===== src/pkg/config_fuse_cfg.svh =====
// Configuration fuse locations, field positions, codes and counts
`ifndef CONFIG_FUSE_CFG_SVH
`define CONFIG_FUSE_CFG_SVH

// ----------------------------------------------------------------------
// Configuration word locations
// ----------------------------------------------------------------------
`define OFS_BOOT_SEGMENT_PROTECT_CFG    24'hf80000
`define OFS_GENERAL_SEGMENT_PROTECT_CFG 24'hf80004
`define OFS_OSCILLATOR_SELECT_CFG       24'hf80006
`define OFS_OSCILLATOR_CFG              24'hf80008
`define OFS_WATCHDOG_CFG                24'hf8000a
`define OFS_RESET_CFG                   24'hf8000c
`define OFS_DEBUGGER_CFG                24'hf8000e
`define CFG_SPACE_BASE                  24'h800000

// ----------------------------------------------------------------------
// Captured word indices
// ----------------------------------------------------------------------
`define CFG_WORD_COUNT  3'h7
`define IDX_BOOT        3'h0
`define IDX_GENERAL     3'h1
`define IDX_OSC_SELECT  3'h2
`define IDX_OSC         3'h3
`define IDX_WATCHDOG    3'h4
`define IDX_RESET       3'h5
`define IDX_DEBUGGER    3'h6
`define CFG_LAST_IDX    3'h6
`define CFG_UNPROGRAMMED 8'hff

// ----------------------------------------------------------------------
// Segment layout
// ----------------------------------------------------------------------
`define BOOT_ENTRY_LO    24'h000200
`define BOOT_ENTRY_HI    24'h00023f
`define BOOT_END_DEFAULT 24'h0007ff

// ----------------------------------------------------------------------
// Field positions
// ----------------------------------------------------------------------
`define BSS_HI        3
`define BSS_LO        1
`define BOOT_WRITE_PROTECT_BIT      0
`define GSS_BIT       1
`define GENERAL_WRITE_PROTECT_BIT      0
`define POSC_HI       1
`define POSC_LO       0
`define CLKOUT_BIT    2
`define CSM_HI        7
`define CSM_LO        6
`define RSTPIN_BIT    7
`define BROWNOUT_TRIP_SEL_HI       6
`define BROWNOUT_TRIP_SEL_LO       5
`define POWERUP_TIMER_EN_BIT    3
`define BROWNOUT_EN_SEL_HI      1
`define BROWNOUT_EN_SEL_LO      0

// ----------------------------------------------------------------------
// Field codes
// ----------------------------------------------------------------------
`define BSS_NONE      3'h7
`define BSS_STD_A     3'h6
`define BSS_STD_B     3'h5
`define POSC_XT       2'h1
`define POSC_EC       2'h0

// ----------------------------------------------------------------------
// Serial programming frame
// ----------------------------------------------------------------------
`define SP_HDR_BITS     5'h19
`define SP_BYTE_BITS    5'h08
`define SP_REFUSED_DATA 8'h00

`endif


===== src/pkg/config_fuse_pkg.sv =====
// Types shared by the configuration fuse and protection logic
package config_fuse_pkg;
  `include "config_fuse_cfg.svh"

  typedef enum logic [2:0] {
    LD_ISSUE = 3'h1,
    LD_WAIT  = 3'h2,
    LD_RUN   = 3'h4
  } load_st_t;

  typedef enum logic [3:0] {
    SP_HEADER = 4'h1,
    SP_WDATA  = 4'h2,
    SP_RWAIT  = 4'h4,
    SP_RDATA  = 4'h8
  } ser_st_t;

  typedef enum logic [2:0] {
    OWN_LOAD = 3'h1,
    OWN_TBL  = 3'h2,
    OWN_SER  = 3'h4
  } mem_owner_t;

  typedef struct packed {
    ser_st_t     st;
    logic [2:0]  clkSync;
    logic [2:0]  datSync;
    logic        clkLvl;
    logic        datLvl;
    logic [24:0] shift;
    logic [4:0]  cnt;
    logic        dataOut;
    logic        dataOe_n;
    logic        cmdValid;
    logic        cmdWrite;
    logic [23:0] cmdAddr;
    logic [7:0]  cmdWdata;
  } ser_state_t;

  typedef struct packed {
    load_st_t                           ld;
    logic [2:0]                         idx;
    logic [`CFG_WORD_COUNT-3'h1:0][7:0] cfg;
    logic                               cfgLoaded;
    logic                               memReq;
    logic                               memWrite;
    logic [23:0]                        memAddr;
    logic [7:0]                         memWdata;
    mem_owner_t                         owner;
    logic                               rdPend;
    mem_owner_t                         rdOwner;
    logic                               tblAck;
    logic                               tblDeny;
    logic [7:0]                         tblRdata;
    logic                               fetchFault;
    logic                               illegalOpReset;
    logic                               spPend;
    logic                               spWrite;
    logic [23:0]                        spAddr;
    logic [7:0]                         spWdata;
    logic                               rspValid;
    logic [7:0]                         rspData;
    logic                               bootSegmentEn;
    logic                               bootHighSecurity;
    logic [1:0]                         primaryOscModeSel;
    logic                               crystalMode;
    logic                               extClockMode;
    logic                               powerupTimerEn;
    logic [1:0]                         clockSwitchMonitorSel;
    logic                               clockOutPinSel;
    logic                               resetPinEn;
    logic [1:0]                         brownoutTripSel;
    logic [1:0]                         brownoutEnSel;
  } prot_state_t;
endpackage : config_fuse_pkg


===== src/pkg/serial_cmd_if.sv =====
// Command and answer path between the serial programming port and the core
`timescale 1ns/1ps
interface serial_cmd_if;
  logic        cmdValid;
  logic        cmdWrite;
  logic [23:0] cmdAddr;
  logic [7:0]  cmdWdata;
  logic        rspValid;
  logic [7:0]  rspData;

  modport port (output cmdValid, cmdWrite, cmdAddr, cmdWdata, input rspValid, rspData);
  modport core (input cmdValid, cmdWrite, cmdAddr, cmdWdata, output rspValid, rspData);
endinterface : serial_cmd_if


===== src/logic/serial_prog_port.sv =====
// Two-wire serial programming port: pin sampling and frame shifting
`timescale 1ns/1ps
module serial_prog_port
  import config_fuse_pkg::*;
(
  input  wire logic   clk,
  input  wire logic   rst_n,
  input  wire logic   programClockPin,
  input  wire logic   programDataPinIn,
  output logic        programDataPinOut,
  output logic        programDataPinOe_n,
  serial_cmd_if.port  cmd
);
  ser_state_t serState_ff;
  ser_state_t nxt_serState;
  logic       clkRise;

  // ----------------------------------------------------------------------
  // Frame sequencing
  // ----------------------------------------------------------------------
  always_comb begin
    nxt_serState = serState_ff;
    nxt_serState.clkSync = {serState_ff.clkSync[1:0], programClockPin};
    nxt_serState.datSync = {serState_ff.datSync[1:0], programDataPinIn};
    nxt_serState.cmdValid = 1'b0;
    clkRise = (serState_ff.clkSync[1] == serState_ff.clkSync[2]) &&
              serState_ff.clkSync[2] && !serState_ff.clkLvl;
    if (serState_ff.clkSync[1] == serState_ff.clkSync[2]) begin
      nxt_serState.clkLvl = serState_ff.clkSync[2];
    end
    if (serState_ff.datSync[1] == serState_ff.datSync[2]) begin
      nxt_serState.datLvl = serState_ff.datSync[2];
    end
    unique case (serState_ff.st)
      SP_HEADER: begin
        if (clkRise) begin
          nxt_serState.shift = {serState_ff.shift[23:0], serState_ff.datLvl};
          nxt_serState.cnt = serState_ff.cnt + 5'h01;
          if (serState_ff.cnt == `SP_HDR_BITS - 5'h01) begin
            nxt_serState.cnt = 5'h00;
            nxt_serState.cmdWrite = serState_ff.shift[23];
            nxt_serState.cmdAddr = {serState_ff.shift[22:0], serState_ff.datLvl};
            if (serState_ff.shift[23]) begin
              nxt_serState.st = SP_WDATA;
            end else begin
              nxt_serState.cmdValid = 1'b1;
              nxt_serState.st = SP_RWAIT;
            end
          end
        end
      end
      SP_WDATA: begin
        if (clkRise) begin
          nxt_serState.shift = {serState_ff.shift[23:0], serState_ff.datLvl};
          nxt_serState.cnt = serState_ff.cnt + 5'h01;
          if (serState_ff.cnt == `SP_BYTE_BITS - 5'h01) begin
            nxt_serState.cnt = 5'h00;
            nxt_serState.cmdWdata = {serState_ff.shift[6:0], serState_ff.datLvl};
            nxt_serState.cmdValid = 1'b1;
            nxt_serState.st = SP_HEADER;
          end
        end
      end
      SP_RWAIT: begin
        if (cmd.rspValid) begin
          nxt_serState.shift = {17'h00000, cmd.rspData};
          nxt_serState.dataOut = cmd.rspData[7];
          nxt_serState.dataOe_n = 1'b0;
          nxt_serState.st = SP_RDATA;
        end
      end
      SP_RDATA: begin
        if (clkRise) begin
          nxt_serState.cnt = serState_ff.cnt + 5'h01;
          nxt_serState.shift = {serState_ff.shift[23:0], 1'b0};
          nxt_serState.dataOut = serState_ff.shift[6];
          if (serState_ff.cnt == `SP_BYTE_BITS - 5'h01) begin
            nxt_serState.cnt = 5'h00;
            nxt_serState.dataOe_n = 1'b1;
            nxt_serState.dataOut = 1'b0;
            nxt_serState.st = SP_HEADER;
          end
        end
      end
      default: begin
        nxt_serState.st = SP_HEADER;
        nxt_serState.dataOe_n = 1'b1;
      end
    endcase
  end

  always_ff @(posedge clk or negedge rst_n) begin
    if (!rst_n) begin
      serState_ff <= '0;
      serState_ff.st <= SP_HEADER;
      serState_ff.dataOe_n <= 1'b1;
    end else begin
      serState_ff <= nxt_serState;
    end
  end

  assign programDataPinOut  = serState_ff.dataOut;
  assign programDataPinOe_n = serState_ff.dataOe_n;
  assign cmd.cmdValid = serState_ff.cmdValid;
  assign cmd.cmdWrite = serState_ff.cmdWrite;
  assign cmd.cmdAddr  = serState_ff.cmdAddr;
  assign cmd.cmdWdata = serState_ff.cmdWdata;
endmodule : serial_prog_port


===== src/logic/config_fuse_code_protection.sv =====
// Configuration word capture, option decode and program memory protection
`timescale 1ns/1ps
module config_fuse_code_protection
  import config_fuse_pkg::*;
#(
  parameter logic [23:0] BootEndAddr = `BOOT_END_DEFAULT
)
(
  input  wire logic        clk,
  input  wire logic        rst_n,
  input  wire logic        fetchValid,
  input  wire logic [23:0] fetchAddr,
  input  wire logic        flowValid,
  input  wire logic [23:0] flowSrcAddr,
  input  wire logic [23:0] flowDstAddr,
  input  wire logic        tblValid,
  input  wire logic        tblWrite,
  input  wire logic [23:0] tblAddr,
  input  wire logic [7:0]  tblWdata,
  input  wire logic [23:0] tblSrcAddr,
  input  wire logic [7:0]  memRdata,
  input  wire logic        programClockPin,
  input  wire logic        programDataPinIn,
  output logic             programDataPinOut,
  output logic             programDataPinOe_n,
  output logic             memReq,
  output logic             memWrite,
  output logic [23:0]      memAddr,
  output logic [7:0]       memWdata,
  output logic             tblAck,
  output logic             tblDeny,
  output logic [7:0]       tblRdata,
  output logic             fetchFault,
  output logic             illegalOpReset,
  output logic             cfgLoaded,
  output logic             bootSegmentEn,
  output logic             bootHighSecurity,
  output logic [1:0]       primaryOscModeSel,
  output logic             crystalMode,
  output logic             extClockMode,
  output logic             powerupTimerEn,
  output logic [1:0]       clockSwitchMonitorSel,
  output logic             clockOutPinSel,
  output logic             resetPinEn,
  output logic [1:0]       brownoutTripSel,
  output logic [1:0]       brownoutEnSel
);
  serial_cmd_if serCmd ();

  prot_state_t prot_ff;
  prot_state_t nxt_prot;

  logic [2:0] bootSec;
  logic       bootEn;
  logic       bootHigh;
  logic       tgtBoot;
  logic       srcBoot;
  logic       tgtCfg;
  logic [3:0] cfgHit;
  logic       tblRefuse;
  logic       spBoot;
  logic       spRefuse;

  // ----------------------------------------------------------------------
  // Helpers
  // ----------------------------------------------------------------------
  function automatic logic [23:0] cfgAddrOf(input logic [2:0] idx);
    case (idx)
      `IDX_BOOT:       return `OFS_BOOT_SEGMENT_PROTECT_CFG;
      `IDX_GENERAL:    return `OFS_GENERAL_SEGMENT_PROTECT_CFG;
      `IDX_OSC_SELECT: return `OFS_OSCILLATOR_SELECT_CFG;
      `IDX_OSC:        return `OFS_OSCILLATOR_CFG;
      `IDX_WATCHDOG:   return `OFS_WATCHDOG_CFG;
      `IDX_RESET:      return `OFS_RESET_CFG;
      default:         return `OFS_DEBUGGER_CFG;
    endcase
  endfunction : cfgAddrOf

  // Hit flag and word index of a configuration address
  function automatic logic [3:0] cfgLookup(input logic [23:0] a);
    logic [3:0] r;
    r = 4'h0;
    for (int i = 0; i < 7; i++) begin
      if (a == cfgAddrOf(3'(i))) begin
        r = {1'b1, 3'(i)};
      end
    end
    return r;
  endfunction : cfgLookup

  function automatic logic inBoot(input logic [23:0] a, input logic en);
    return en && (a >= `BOOT_ENTRY_LO) && (a <= BootEndAddr);
  endfunction : inBoot

  // ----------------------------------------------------------------------
  // Serial programming port
  // ----------------------------------------------------------------------
  serial_prog_port u_serial_prog_port (
    .clk                (clk),
    .rst_n              (rst_n),
    .programClockPin    (programClockPin),
    .programDataPinIn   (programDataPinIn),
    .programDataPinOut  (programDataPinOut),
    .programDataPinOe_n (programDataPinOe_n),
    .cmd                (serCmd.port)
  );

  // ----------------------------------------------------------------------
  // Capture, decode and access control
  // ----------------------------------------------------------------------
  always_comb begin
    nxt_prot = prot_ff;
    nxt_prot.memReq = 1'b0;
    nxt_prot.memWrite = 1'b0;
    nxt_prot.tblAck = 1'b0;
    nxt_prot.tblDeny = 1'b0;
    nxt_prot.fetchFault = 1'b0;
    nxt_prot.illegalOpReset = 1'b0;
    nxt_prot.rspValid = 1'b0;
    nxt_prot.rdPend = prot_ff.memReq && !prot_ff.memWrite;
    nxt_prot.rdOwner = prot_ff.owner;

    bootSec = prot_ff.cfg[`IDX_BOOT][`BSS_HI:`BSS_LO];
    bootEn = (bootSec != `BSS_NONE);
    bootHigh = bootEn && (bootSec != `BSS_STD_A) && (bootSec != `BSS_STD_B);
    tgtBoot = inBoot(tblAddr, bootEn);
    srcBoot = inBoot(tblSrcAddr, bootEn);
    tgtCfg = (tblAddr >= `CFG_SPACE_BASE);
    cfgHit = cfgLookup(tblAddr);
    tblRefuse = (tgtBoot && !srcBoot) ||
                (tblWrite && !tgtCfg && tgtBoot &&
                 !prot_ff.cfg[`IDX_BOOT][`BOOT_WRITE_PROTECT_BIT]) ||
                (tblWrite && !tgtCfg && !tgtBoot &&
                 !prot_ff.cfg[`IDX_GENERAL][`GENERAL_WRITE_PROTECT_BIT]);
    spBoot = inBoot(prot_ff.spAddr, bootEn);
    spRefuse = spBoot ||
               (!spBoot && (prot_ff.spAddr < `CFG_SPACE_BASE) &&
                !prot_ff.cfg[`IDX_GENERAL][`GSS_BIT]);

    // Option decode from held words
    nxt_prot.cfgLoaded = (prot_ff.ld == LD_RUN);
    nxt_prot.bootSegmentEn = bootEn;
    nxt_prot.bootHighSecurity = bootHigh;
    nxt_prot.primaryOscModeSel = prot_ff.cfg[`IDX_OSC][`POSC_HI:`POSC_LO];
    nxt_prot.crystalMode =
      (prot_ff.cfg[`IDX_OSC][`POSC_HI:`POSC_LO] == `POSC_XT);
    nxt_prot.extClockMode =
      (prot_ff.cfg[`IDX_OSC][`POSC_HI:`POSC_LO] == `POSC_EC);
    nxt_prot.powerupTimerEn = prot_ff.cfg[`IDX_RESET][`POWERUP_TIMER_EN_BIT];
    nxt_prot.clockSwitchMonitorSel = prot_ff.cfg[`IDX_OSC][`CSM_HI:`CSM_LO];
    nxt_prot.clockOutPinSel = prot_ff.cfg[`IDX_OSC][`CLKOUT_BIT];
    nxt_prot.resetPinEn = prot_ff.cfg[`IDX_RESET][`RSTPIN_BIT];
    nxt_prot.brownoutTripSel = prot_ff.cfg[`IDX_RESET][`BROWNOUT_TRIP_SEL_HI:`BROWNOUT_TRIP_SEL_LO];
    nxt_prot.brownoutEnSel = prot_ff.cfg[`IDX_RESET][`BROWNOUT_EN_SEL_HI:`BROWNOUT_EN_SEL_LO];

    unique case (prot_ff.ld)
      LD_ISSUE: begin
        nxt_prot.memReq = 1'b1;
        nxt_prot.memAddr = cfgAddrOf(prot_ff.idx);
        nxt_prot.owner = OWN_LOAD;
        nxt_prot.ld = LD_WAIT;
      end
      LD_WAIT: begin
        if (prot_ff.rdPend && (prot_ff.rdOwner == OWN_LOAD)) begin
          nxt_prot.cfg[prot_ff.idx] = memRdata;
          if (prot_ff.idx == `CFG_LAST_IDX) begin
            nxt_prot.ld = LD_RUN;
          end else begin
            nxt_prot.idx = prot_ff.idx + 3'h1;
            nxt_prot.ld = LD_ISSUE;
          end
        end
      end
      LD_RUN: begin
        // Read data returning from the memory port
        if (prot_ff.rdPend && (prot_ff.rdOwner == OWN_TBL)) begin
          nxt_prot.tblAck = 1'b1;
          nxt_prot.tblRdata = memRdata;
        end
        if (prot_ff.rdPend && (prot_ff.rdOwner == OWN_SER)) begin
          nxt_prot.rspValid = 1'b1;
          nxt_prot.rspData = memRdata;
        end
        // Ordinary fetch at or above configuration space raises fetchFault
        nxt_prot.fetchFault = fetchValid && (fetchAddr >= `CFG_SPACE_BASE);
        // Boot entry window check on flow changes
        if (flowValid && bootHigh && !inBoot(flowSrcAddr, bootEn) &&
            inBoot(flowDstAddr, bootEn) && (flowDstAddr > `BOOT_ENTRY_HI)) begin
          nxt_prot.illegalOpReset = 1'b1;
        end
        // Table access has priority over the serial port
        if (tblValid) begin
          if (tgtCfg && cfgHit[3] && !tblWrite) begin
            nxt_prot.tblAck = 1'b1;
            nxt_prot.tblRdata = prot_ff.cfg[cfgHit[2:0]];
          end else if (!tgtCfg && tblRefuse) begin
            nxt_prot.tblAck = 1'b1;
            nxt_prot.tblDeny = 1'b1;
            nxt_prot.tblRdata = 8'h00;
          end else begin
            nxt_prot.memReq = 1'b1;
            nxt_prot.memWrite = tblWrite;
            nxt_prot.memAddr = tblAddr;
            nxt_prot.memWdata = tblWdata;
            nxt_prot.owner = OWN_TBL;
            nxt_prot.tblAck = tblWrite;
            nxt_prot.tblRdata = 8'h00;
          end
        end else if (prot_ff.spPend) begin
          nxt_prot.spPend = 1'b0;
          if (spRefuse) begin
            nxt_prot.rspValid = !prot_ff.spWrite;
            nxt_prot.rspData = `SP_REFUSED_DATA;
          end else begin
            nxt_prot.memReq = 1'b1;
            nxt_prot.memWrite = prot_ff.spWrite;
            nxt_prot.memAddr = prot_ff.spAddr;
            nxt_prot.memWdata = prot_ff.spWdata;
            nxt_prot.owner = OWN_SER;
          end
        end
      end
      default: begin
        nxt_prot.ld = LD_ISSUE;
      end
    endcase

    if (serCmd.cmdValid) begin
      nxt_prot.spPend = 1'b1;
      nxt_prot.spWrite = serCmd.cmdWrite;
      nxt_prot.spAddr = serCmd.cmdAddr;
      nxt_prot.spWdata = serCmd.cmdWdata;
    end
  end

  always_ff @(posedge clk or negedge rst_n) begin
    if (!rst_n) begin
      prot_ff <= '0;
      prot_ff.ld <= LD_ISSUE;
      prot_ff.owner <= OWN_LOAD;
      prot_ff.rdOwner <= OWN_LOAD;
      prot_ff.cfg <= {`CFG_WORD_COUNT{`CFG_UNPROGRAMMED}};
    end else begin
      prot_ff <= nxt_prot;
    end
  end

  // ----------------------------------------------------------------------
  // Outputs
  // ----------------------------------------------------------------------
  assign serCmd.rspValid = prot_ff.rspValid;
  assign serCmd.rspData = prot_ff.rspData;
  assign memReq = prot_ff.memReq;
  assign memWrite = prot_ff.memWrite;
  assign memAddr = prot_ff.memAddr;
  assign memWdata = prot_ff.memWdata;
  assign tblAck = prot_ff.tblAck;
  assign tblDeny = prot_ff.tblDeny;
  assign tblRdata = prot_ff.tblRdata;
  assign fetchFault = prot_ff.fetchFault;
  assign illegalOpReset = prot_ff.illegalOpReset;
  assign cfgLoaded = prot_ff.cfgLoaded;
  assign bootSegmentEn = prot_ff.bootSegmentEn;
  assign bootHighSecurity = prot_ff.bootHighSecurity;
  assign primaryOscModeSel = prot_ff.primaryOscModeSel;
  assign crystalMode = prot_ff.crystalMode;
  assign extClockMode = prot_ff.extClockMode;
  assign powerupTimerEn = prot_ff.powerupTimerEn;
  assign clockSwitchMonitorSel = prot_ff.clockSwitchMonitorSel;
  assign clockOutPinSel = prot_ff.clockOutPinSel;
  assign resetPinEn = prot_ff.resetPinEn;
  assign brownoutTripSel = prot_ff.brownoutTripSel;
  assign brownoutEnSel = prot_ff.brownoutEnSel;
endmodule : config_fuse_code_protection


===== config.mk =====
export PLATFORM = sky130hd
export DESIGN_NAME = config_fuse_code_protection
export DESIGN_NICKNAME = d
export VERILOG_FILES = /design/src/pkg/config_fuse_pkg.sv /design/src/pkg/serial_cmd_if.sv /design/src/logic/serial_prog_port.sv /design/src/logic/config_fuse_code_protection.sv
export VERILOG_INCLUDE_DIRS = /design/src /design/src/pkg
export SDC_FILE = /design/constraint.sdc
export NUM_CORES = 1
export LEC_CHECK = 0
export ABC_AREA = 1
export BUFFER_PORTS_ARGS = -buffer_cell sky130_fd_sc_hd__buf_4
export CORE_MARGIN = 3
export CORE_UTILIZATION = 30
export DETAILED_ROUTE_END_ITERATION = 16
export SLEW_MARGIN = 30
export SYNTH_ARGS = -nofsm -noshare
export SYNTH_HDL_FRONTEND = slang
export SYNTH_SLANG_ARGS = --single-unit

===== constraint.sdc =====
create_clock -name clk -period 3.95 [get_ports clk]
set_input_delay 0.5925 -clock clk [delete_from_list [all_inputs] [get_ports clk]]
set_output_delay 0.5925 -clock clk [all_outputs]
set_load 0.05 [all_outputs]

==> impl_results.md, run 1 <==
* Sequential element share of the synthesized area at 52.83%
* Post-CTS Setup Bufs at 0
* Fin crit share at 73.01%
* Vias per Instance at 4.729
* Crit-path most repeated cell: nand2_1
* CORE AREA at 39100 µm²
* I/O Buffers at 160
* Top_reg_cell synth: dfrtp_1
* N_diodes at 0
* Hold Buf Count CTS at 0
* Final RePlAce weighted congestion at 0.8385
* Clock root buffer: clkbuf_16
* Skew-Pair Late Insertion Delay at 0.55 ns
* PwrDens at 444.4 nW/µm²
* Max clock buf depth at 3
* Routed WL at 32.68 mm
* Hold Vio Cnt, Final at 0
* Max-cap violations at 0
* Worst Path Arrival at 3.36 ns
* Layout cells sized above 1 at 22.27%
* DR WL/cell at 15.77 µm
* # setup viols final at 0
* # resized after CTS at 0
* Layout Cells excl Fill at 2072
* Most common cell after layout, fill and taps aside: nand2_1
* Drt drc at 0
* Slew @ Worst Pin at 0.8672 ns
* TritonCTS clock tree: done
* Antenna violations before repair at 1
* Synth Net Count at 1580
* Largest net degree at the start of global routing at 108
* Total iterations of the first detailed-routing run at 5
* Initial Util at 30.78%
* H-tree depth at 1
* Die Height at 206.3 µm
* Worst Path Buf+Inv at 3
* Die width at 206.3 µm
* Worst path required time at 4.42 ns
* Most frequent cells in the layout: nand2_1, dfrtp_1, buf_4
* Slowest cell delay on critical path at 0.60 ns
* Relative slew slack at 42.19%
* Average size of a mapped cell at 8.427 µm²
* Yosys top cell by area: dfrtp_1
* Gate Count Post-Synth at 1428
* R2r setup slk at 1.07 ns
* Top Ports at 208
* Die outline area at 42550 µm²
* Fmax at 0.3468 GHz
* Worst Setup Start Kind: flip-flop
* Setup CP Type: reg2reg
* Iter 0 DRT Violations at 641
* CP max-delay cell: inv_2
* Synth top area share at 39.51%
* Total CTS buffers at 28
* Min Tclk post-route at 2.884 ns
* Worst-path clk slew at 0.06 ns
* CTS Sinks at 251
* First-pass GRT wire length at 51.43 mm
* Vias in the first global route at 9356
* CP delay by family, top: simple AND/OR/NAND/NOR gates
* Worst Setup End Kind: flip-flop
* Routed Antenna Nets at 0
* Placed Area at 13380 µm²
* Post-synthesis cell type count at 46
* Unrepaired setup endpoints after global routing: no
* HPWL after detailed placement at 23.04 mm
* Setup Skew at 0.02160 ns
* Final TNS setup at 0 ns
* # rows at 72
* GRT Residual Overflow at 0
* Mapped cell area at 12030 µm²
* CP Cell Sequence: inv_1 -> nand4_1 -> nor2_1 -> nand3_1 -> nand2_1 -> nand2_2 -> nand2_1 -> nor2_1 -> inv_2 -> nand2_4 -> inv_2 -> nand2_1 -> nand2_1
* Net total in the final layout at 1684
* Total number of vias at 9798
* Post-synth EDFFs at 0
* Synth warn at 0
* Final Max Slew Viols at 0
* Placed cell count at 2020
* Leak at 6.937 nW
* Max IR drop VDD at 312.0 µV
* Ys async rst share at 100.0%
* Area delta synth->final at 19.46%
* Area contributors post-synth: dfrtp_1, dfstp_2, nand2_1
* Worst-path maximum fanout at 45
* Total GRT Usage at 15.11%
* Hold Path Class: in2async
* Outcome: complete, no violations
* Final Instance Area at 14380 µm²
* Synth Register Bits at 251
-- cells by family (layout without fill, tap and decap cells) --
family,Yosys count,count (layout),share of synthesized area (%)
xor+xnor,1,1,0.07279
flops,251,251,52.83
simple gates,666,666,25.09
mux,4,4,0.3743
buf+inv,270,396,10.58
compound gates,227,227,10.14
fa+ha+maj,9,9,0.9150
-- report_power, final --
group	leakage (nW)	switching, mW	internal, mW
clock	0.492	1.08	1.69
sequential	3.13	0.0907	2.74
combinational	3.31	0.540	0.252
-- cell usage after synthesis (all sizes together) (12+ instances only) --
cell type	n
nand4	56
clkbuf	26
nor3	12
o21ai	183
inv	166
buf	76
nand3	114
dfstp	61
nand2	335
nor2	130
dfrtp	190
a21oi	25
-- metal layers --
| layer | up-vias | routed length [µm] | global-route usage, % |
|---|---|---|---|
| li1 | 4808 | - | - |
| met1 | 4665 | 14550 | 20.93 |
| met2 | 286 | 14820 | 24.15 |
| met3 | 37 | 2722 | 3.449 |
| met4 | 2 | 577 | 3.491 |
| met5 | - | 7 | 0 |
-- stage by stage --
| step | setup slack (ns) | utilization [%] | hold slack [ns] | power, mW |
|---|---|---|---|---|
| 6_report | 1.066 | 36.77 | 0.1030 | 6.388 |
| 5_1_grt | 0.8437 | 36.77 | 0.1483 | 6.659 |
| 4_1_cts | 1.082 | 36.77 | 0.1435 | 6.467 |
| 3_5_place_dp | 0.7884 | 34.22 | 0.3371 | 3.676 |
| 3_3_place_gp | 0.8727 | 34.22 | 0.3336 | 3.659 |
| 2_1_floorplan | 2.005 | - | 0.2969 | 3.392 |
-- worst paths after layout --
check / start / end / depth (start not counted)
worst max-delay path: prot_ff[45]$_DFFE_PN0P_ / memWdata[3]$_DFFE_PN0P_ / 13
worst min-delay path: rst_n / illegalOpReset$_DFF_PN0_ / 1
worst max register to register: prot_ff[45]$_DFFE_PN0P_ / memWdata[3]$_DFFE_PN0P_ / 13
worst min register to register: u_serial_prog_port.nxt_serState[72]$_DFF_PN0_ / u_serial_prog_port.nxt_serState[73]$_DFF_PN0_ / 0
max in group asynchronous: rst_n / asynchronous set/reset pin / 2
min in group clk: programDataPinIn / u_serial_prog_port.nxt_serState[69]$_DFF_PN0_ / 1
-- final cells by class --
cell class,count,area (µm²)
fill,4050,24720
sequential,251,6357
multi-input combinational,907,4403
timing repair buffer,176,1341
clock buffer,39,843.3
tap,518,648.1
inverter,168,630.6
clock inverter,13,152.6
-- worst reg2reg max path, cell delays in order (launching register included) --
cell and delay, ns:
dfrtp_1 0.36, inv_1 0.11, nand4_1 0.14, nor2_1 0.17, nand3_1 0.15, nand2_1 0.12
nand2_2 0.13, nand2_1 0.31, nor2_1 0.12, inv_2 0.60, nand2_4 0.26, inv_2 0.22
nand2_1 0.08, nand2_1 0.06
Note: power is estimated with default switching activity, not from simulation.
==> run 2: changes to the inputs <==
- ABC_AREA: 1 -> 0
- clock period: 3.95 -> 2.6 ns (I/O delays scaled with it)
==> run 2 against run 1 <==
  * Global-route usage down 0.72 points
  * Fmax up 17%
  * Register-to-register slack worse by 0.94 ns
  * Clock power up 46%
  * Flip-flop and latch count unchanged
  * Largest cell class unchanged
==> impl_results.md, run 2 <==
* Outcome: complete, no violations
* Die outline area at 40820 µm² (-4.1%)
* Mux cell area share after synthesis at 18.38% (+18 points)
* Routed WL at 29.94 mm (-8.4%)
* DR WL/cell at 17.87 µm (+13%)
* Max clock buf depth at 3 (unchanged)
* Worst path required time at 3.01 ns (-1.41 ns)
* Initial Util at 30.54% (-0.24 points)
* Total number of vias at 8095 (-17%)
* Unrepaired setup endpoints after global routing: no
* Hold Path Class: in2reg
* Filler cell count at 3616 (-11%)
* Slowest cell delay on critical path at 0.55 ns (-0.05 ns)
* Post-synth EDFFs at 0 (unchanged)
* GRT Residual Overflow at 0 (unchanged)
* # setup viols final at 0 (unchanged)
* Most frequent cells in the layout: buf_4, dfrtp_1, mux2_2
* Total CTS buffers at 28 (unchanged)
* Register share of total power at 43.6% (-0.7 points)
* Hold wc startpoint: fetchAddr[23]
* H-tree depth at 1 (unchanged)
* Die width at 202.0 µm (-2.1%)
* Vias per Instance at 4.830 (+2.1%)
* Worst Path Arrival at 2.88 ns (-0.48 ns)
* Final Instance Area at 14560 µm² (+1.3%)
* Total internal power at 7.475 mW (+60%)
* Switching Fraction at 27.92% (+1.2 points)
* Yosys top cell by area: dfrtp_1
* Final RePlAce weighted congestion at 0.8358 (-0.32%)
* Tot Pwr at 10.37 mW (+62%)
* Net total in the final layout at 1295 (-23%)
* Area contributors post-synth: dfrtp_1, mux2_2, dfstp_2
* Hold Vio Cnt, Final at 0 (unchanged)
* Setup WS pre-CTS at -0.3870 ns (-1.175 ns)
* Fin crit share at 95.12% (+22 points)
* CP max-delay cell: or4_4
* Clock root buffer: clkbuf_16
* Vias in the first global route at 8417 (-10%)
* N_diodes at 0 (unchanged)
* Min Tclk post-route at 2.473 ns (-0.4108 ns)
* Fmax at 0.4044 GHz (+17%)
* Ys async rst share at 100.0% (unchanged)
* Leak at 6.636 nW (-4.3%)
* Area delta synth->final at 26.32%
* Synth warn at 0 (unchanged)
* Simple-gate area share of the yosys netlist at 11.50% (-14 points)
* TritonCTS clock tree: done
* Most common cell after layout, fill and taps aside: buf_4
* Top Ports at 208 (unchanged)
* # rows at 71 (-1.4%)
* Drt drc at 0 (unchanged)
* I/O Buffers at 160 (unchanged)
* Final worst setup slack at 0.1270 ns (-0.9392 ns)
* HPWL after detailed placement at 21.87 mm (-5.1%)
* Post-synthesis cell type count at 65 (+41%)
* Worst Setup Start Kind: flip-flop
* Worst-path maximum fanout at 9 (-80%)
* Die Height at 202.0 µm (-2.1%)
* Post-Synth XOR/XNOR Area at 0.3039% (+0.23 points)
* Skew-Pair Late Insertion Delay at 0.54 ns (about the same)
* Most frequent cell after synthesis: dfrtp_1
* Setup CP Type: reg2reg
* Largest family of logic cells by synthesized area: multiplexers
* Relative slew slack at 54.06% (+12 points)
* Synth top area share at 41.24% (+1.7 points)
* Routed Antenna Nets at 0 (unchanged)
* Switching Power at 2.895 mW (+69%)
* CORE AREA at 37760 µm² (-3.4%)
* Iter 0 DRT Violations at 494 (-23%)
* Most frequent cells after synthesis: dfrtp_1, mux2_2, nand2_1, dfstp_2, buf_4
* Max IR drop VDD at 398.7 µV (+28%)
* Synth Register Bits at 251 (unchanged)
* Top_reg_cell synth: dfrtp_1
* Worst Setup End Kind: flip-flop
* Final Max Slew Viols at 0 (unchanged)
* Total iterations of the first detailed-routing run at 5 (unchanged)
* Post-Synth Adder-Cell Area at 0.9550% (+0.040 points)
* Mapped cell area at 11530 µm² (-4.2%)
* Max-cap violations at 0 (unchanged)
* Slew @ Worst Pin at 0.6798 ns (-0.1874 ns)
* CP Cell Sequence: and3_2 -> inv_1 -> o21ai_1 -> o311a_1 -> or4_4 -> nand2_1 -> buf_12 -> mux2_2
* Synth Net Count at 1112 (-30%)
* Average size of a mapped cell at 12.01 µm² (+43%)
* Setup Skew at 0.01316 ns (-0.008444 ns)
* Total GRT Usage at 14.39% (-0.72 points)
* CTS Sinks at 251 (unchanged)
* Logic gate share of total power at 17.5% (+5.1 points)
* Worst-path clk slew at 0.06 ns (about the same)
* Synth Area in Compound Gates at 7.813% (-2.3 points)
* First-pass GRT wire length at 47.56 mm (-7.5%)
* Largest net degree at the start of global routing at 68 (-37%)
* Placed Area at 13510 µm² (+0.98%)
* Power share of the clock group at 38.9% (-4.4 points)
* Gate Count Post-Synth at 960 (-33%)
* PwrDens at 712.0 nW/µm² (+60%)
* Layout cells sized above 1 at 45.41% (+23 points)
* Antenna violations before repair at 3 (+2)
* Sequential element share of the synthesized area at 55.14% (+2.3 points)
## run 2: cell types whose count changed after synthesis, moves of 16 or more
| cell | delta |
|---|---|
| o21ai_1 | -17 |
| nand4_1 | -50 |
| mux2i_1 | +25 |
| mux2_2 | +150 |
| nor2_1 | -80 |
| nand2_1 | -256 |
| nand3_1 | -66 |
| a22o_1 | +16 |
| o21ai_0 | -120 |
| inv_1 | -120 |
| buf_2 | -16 |
## run 2: final timing paths
path | end | slack, ns | cells after the start
max in group asynchronous | prot_ff[70]$_DFF_PN1_ | 1.51 | 3
min in group asynchronous | tblRdata[0]$_DFFE_PN0P_ | 0.35 | 2
worst min register to register | u_serial_prog_port.nxt_serState[73]$_DFF_PN0_ | 0.35 | 0
worst min-delay path | fetchFault$_DFF_PN0_ | 0.1 | 2
worst max register to register | memWdata[2]$_DFFE_PN0P_ | 0.13 | 8
worst max-delay path | memWdata[2]$_DFFE_PN0P_ | 0.13 | 8
## run 2: final cells by class
cell class	instances	area, µm²	area share, %
clock buffers	42	844.6	5.799
clock inverters	10	113.9	0.7818
inverters	37	138.9	0.9536
multi-input cells	585	4562	31.32
flip-flops and latches	251	6357	43.65
well taps	511	639.4	4.390
repair buffers	240	1908	13.10
## run 2: through the flow
step | std cells | utilization (%) | hold WS [ns] | TNS, ns
after global routing | 1676 | 38.57 | 0.08497 | 0
after floorplan | 960 | - | 0.09441 | -1.336
final | 1676 | 38.57 | 0.09607 | 0
after detailed placement | 1620 | 35.79 | 0.3228 | -12.79
after CTS | 1675 | 38.46 | 0.07392 | 0
after global placement | 1620 | 35.79 | 0.3206 | -10.86
## run 2: layer usage
layer	GRT usage, %	part of all wire (%)	vias to the layer above
met4	3.090	1.9	6
met2	24.25	48	178
li1	-	-	3770
met5	0	0.16	-
met1	19.05	44	4093
met3	3.253	5.6	48
## run 2: power by group through the flow
stage	Sequential [mW]	Clock (mW)	Combinational, mW
after floorplan	4.54	0	1.25
after global placement	4.58	0	1.81
after detailed placement	4.59	0	1.83
after CTS	4.52	4.15	1.84
after global routing	4.56	4.32	1.97
final	4.52	4.03	1.82
## run 2: logic make-up after synthesis
group | count (synthesis)
multiplexers | 188
adder cells (fa/ha/maj) | 9
AO/OA/AOI/OAI | 132
XOR/XNOR | 4
buffers and inverters | 124
flip-flops | 251
AND/OR/NAND/NOR | 252
## run 2: worst max-delay path, delay by kind of cell, from the launching register on
| family | cells | cell delay (ns) |
|---|---|---|
| DFF | 1 | 0.36 |
| and+or+nand+nor | 3 | 0.92 |
| muxes | 1 | 0.33 |
| buffers and inverters | 2 | 0.23 |
| AOI/OAI and AO/OA | 2 | 0.50 |
## run 2: repair_timing
| action | in CTS | in global routing |
|---|---|---|
| hold buffers | 3 | 0 |
| setup buffers | 0 | 1 |
| hold endpoints to repair | 17 | 0 |
| pin swaps | 1 | 2 |
| setup endpoints to repair | 29 | 29 |
| resized for setup | 3 | 10 |
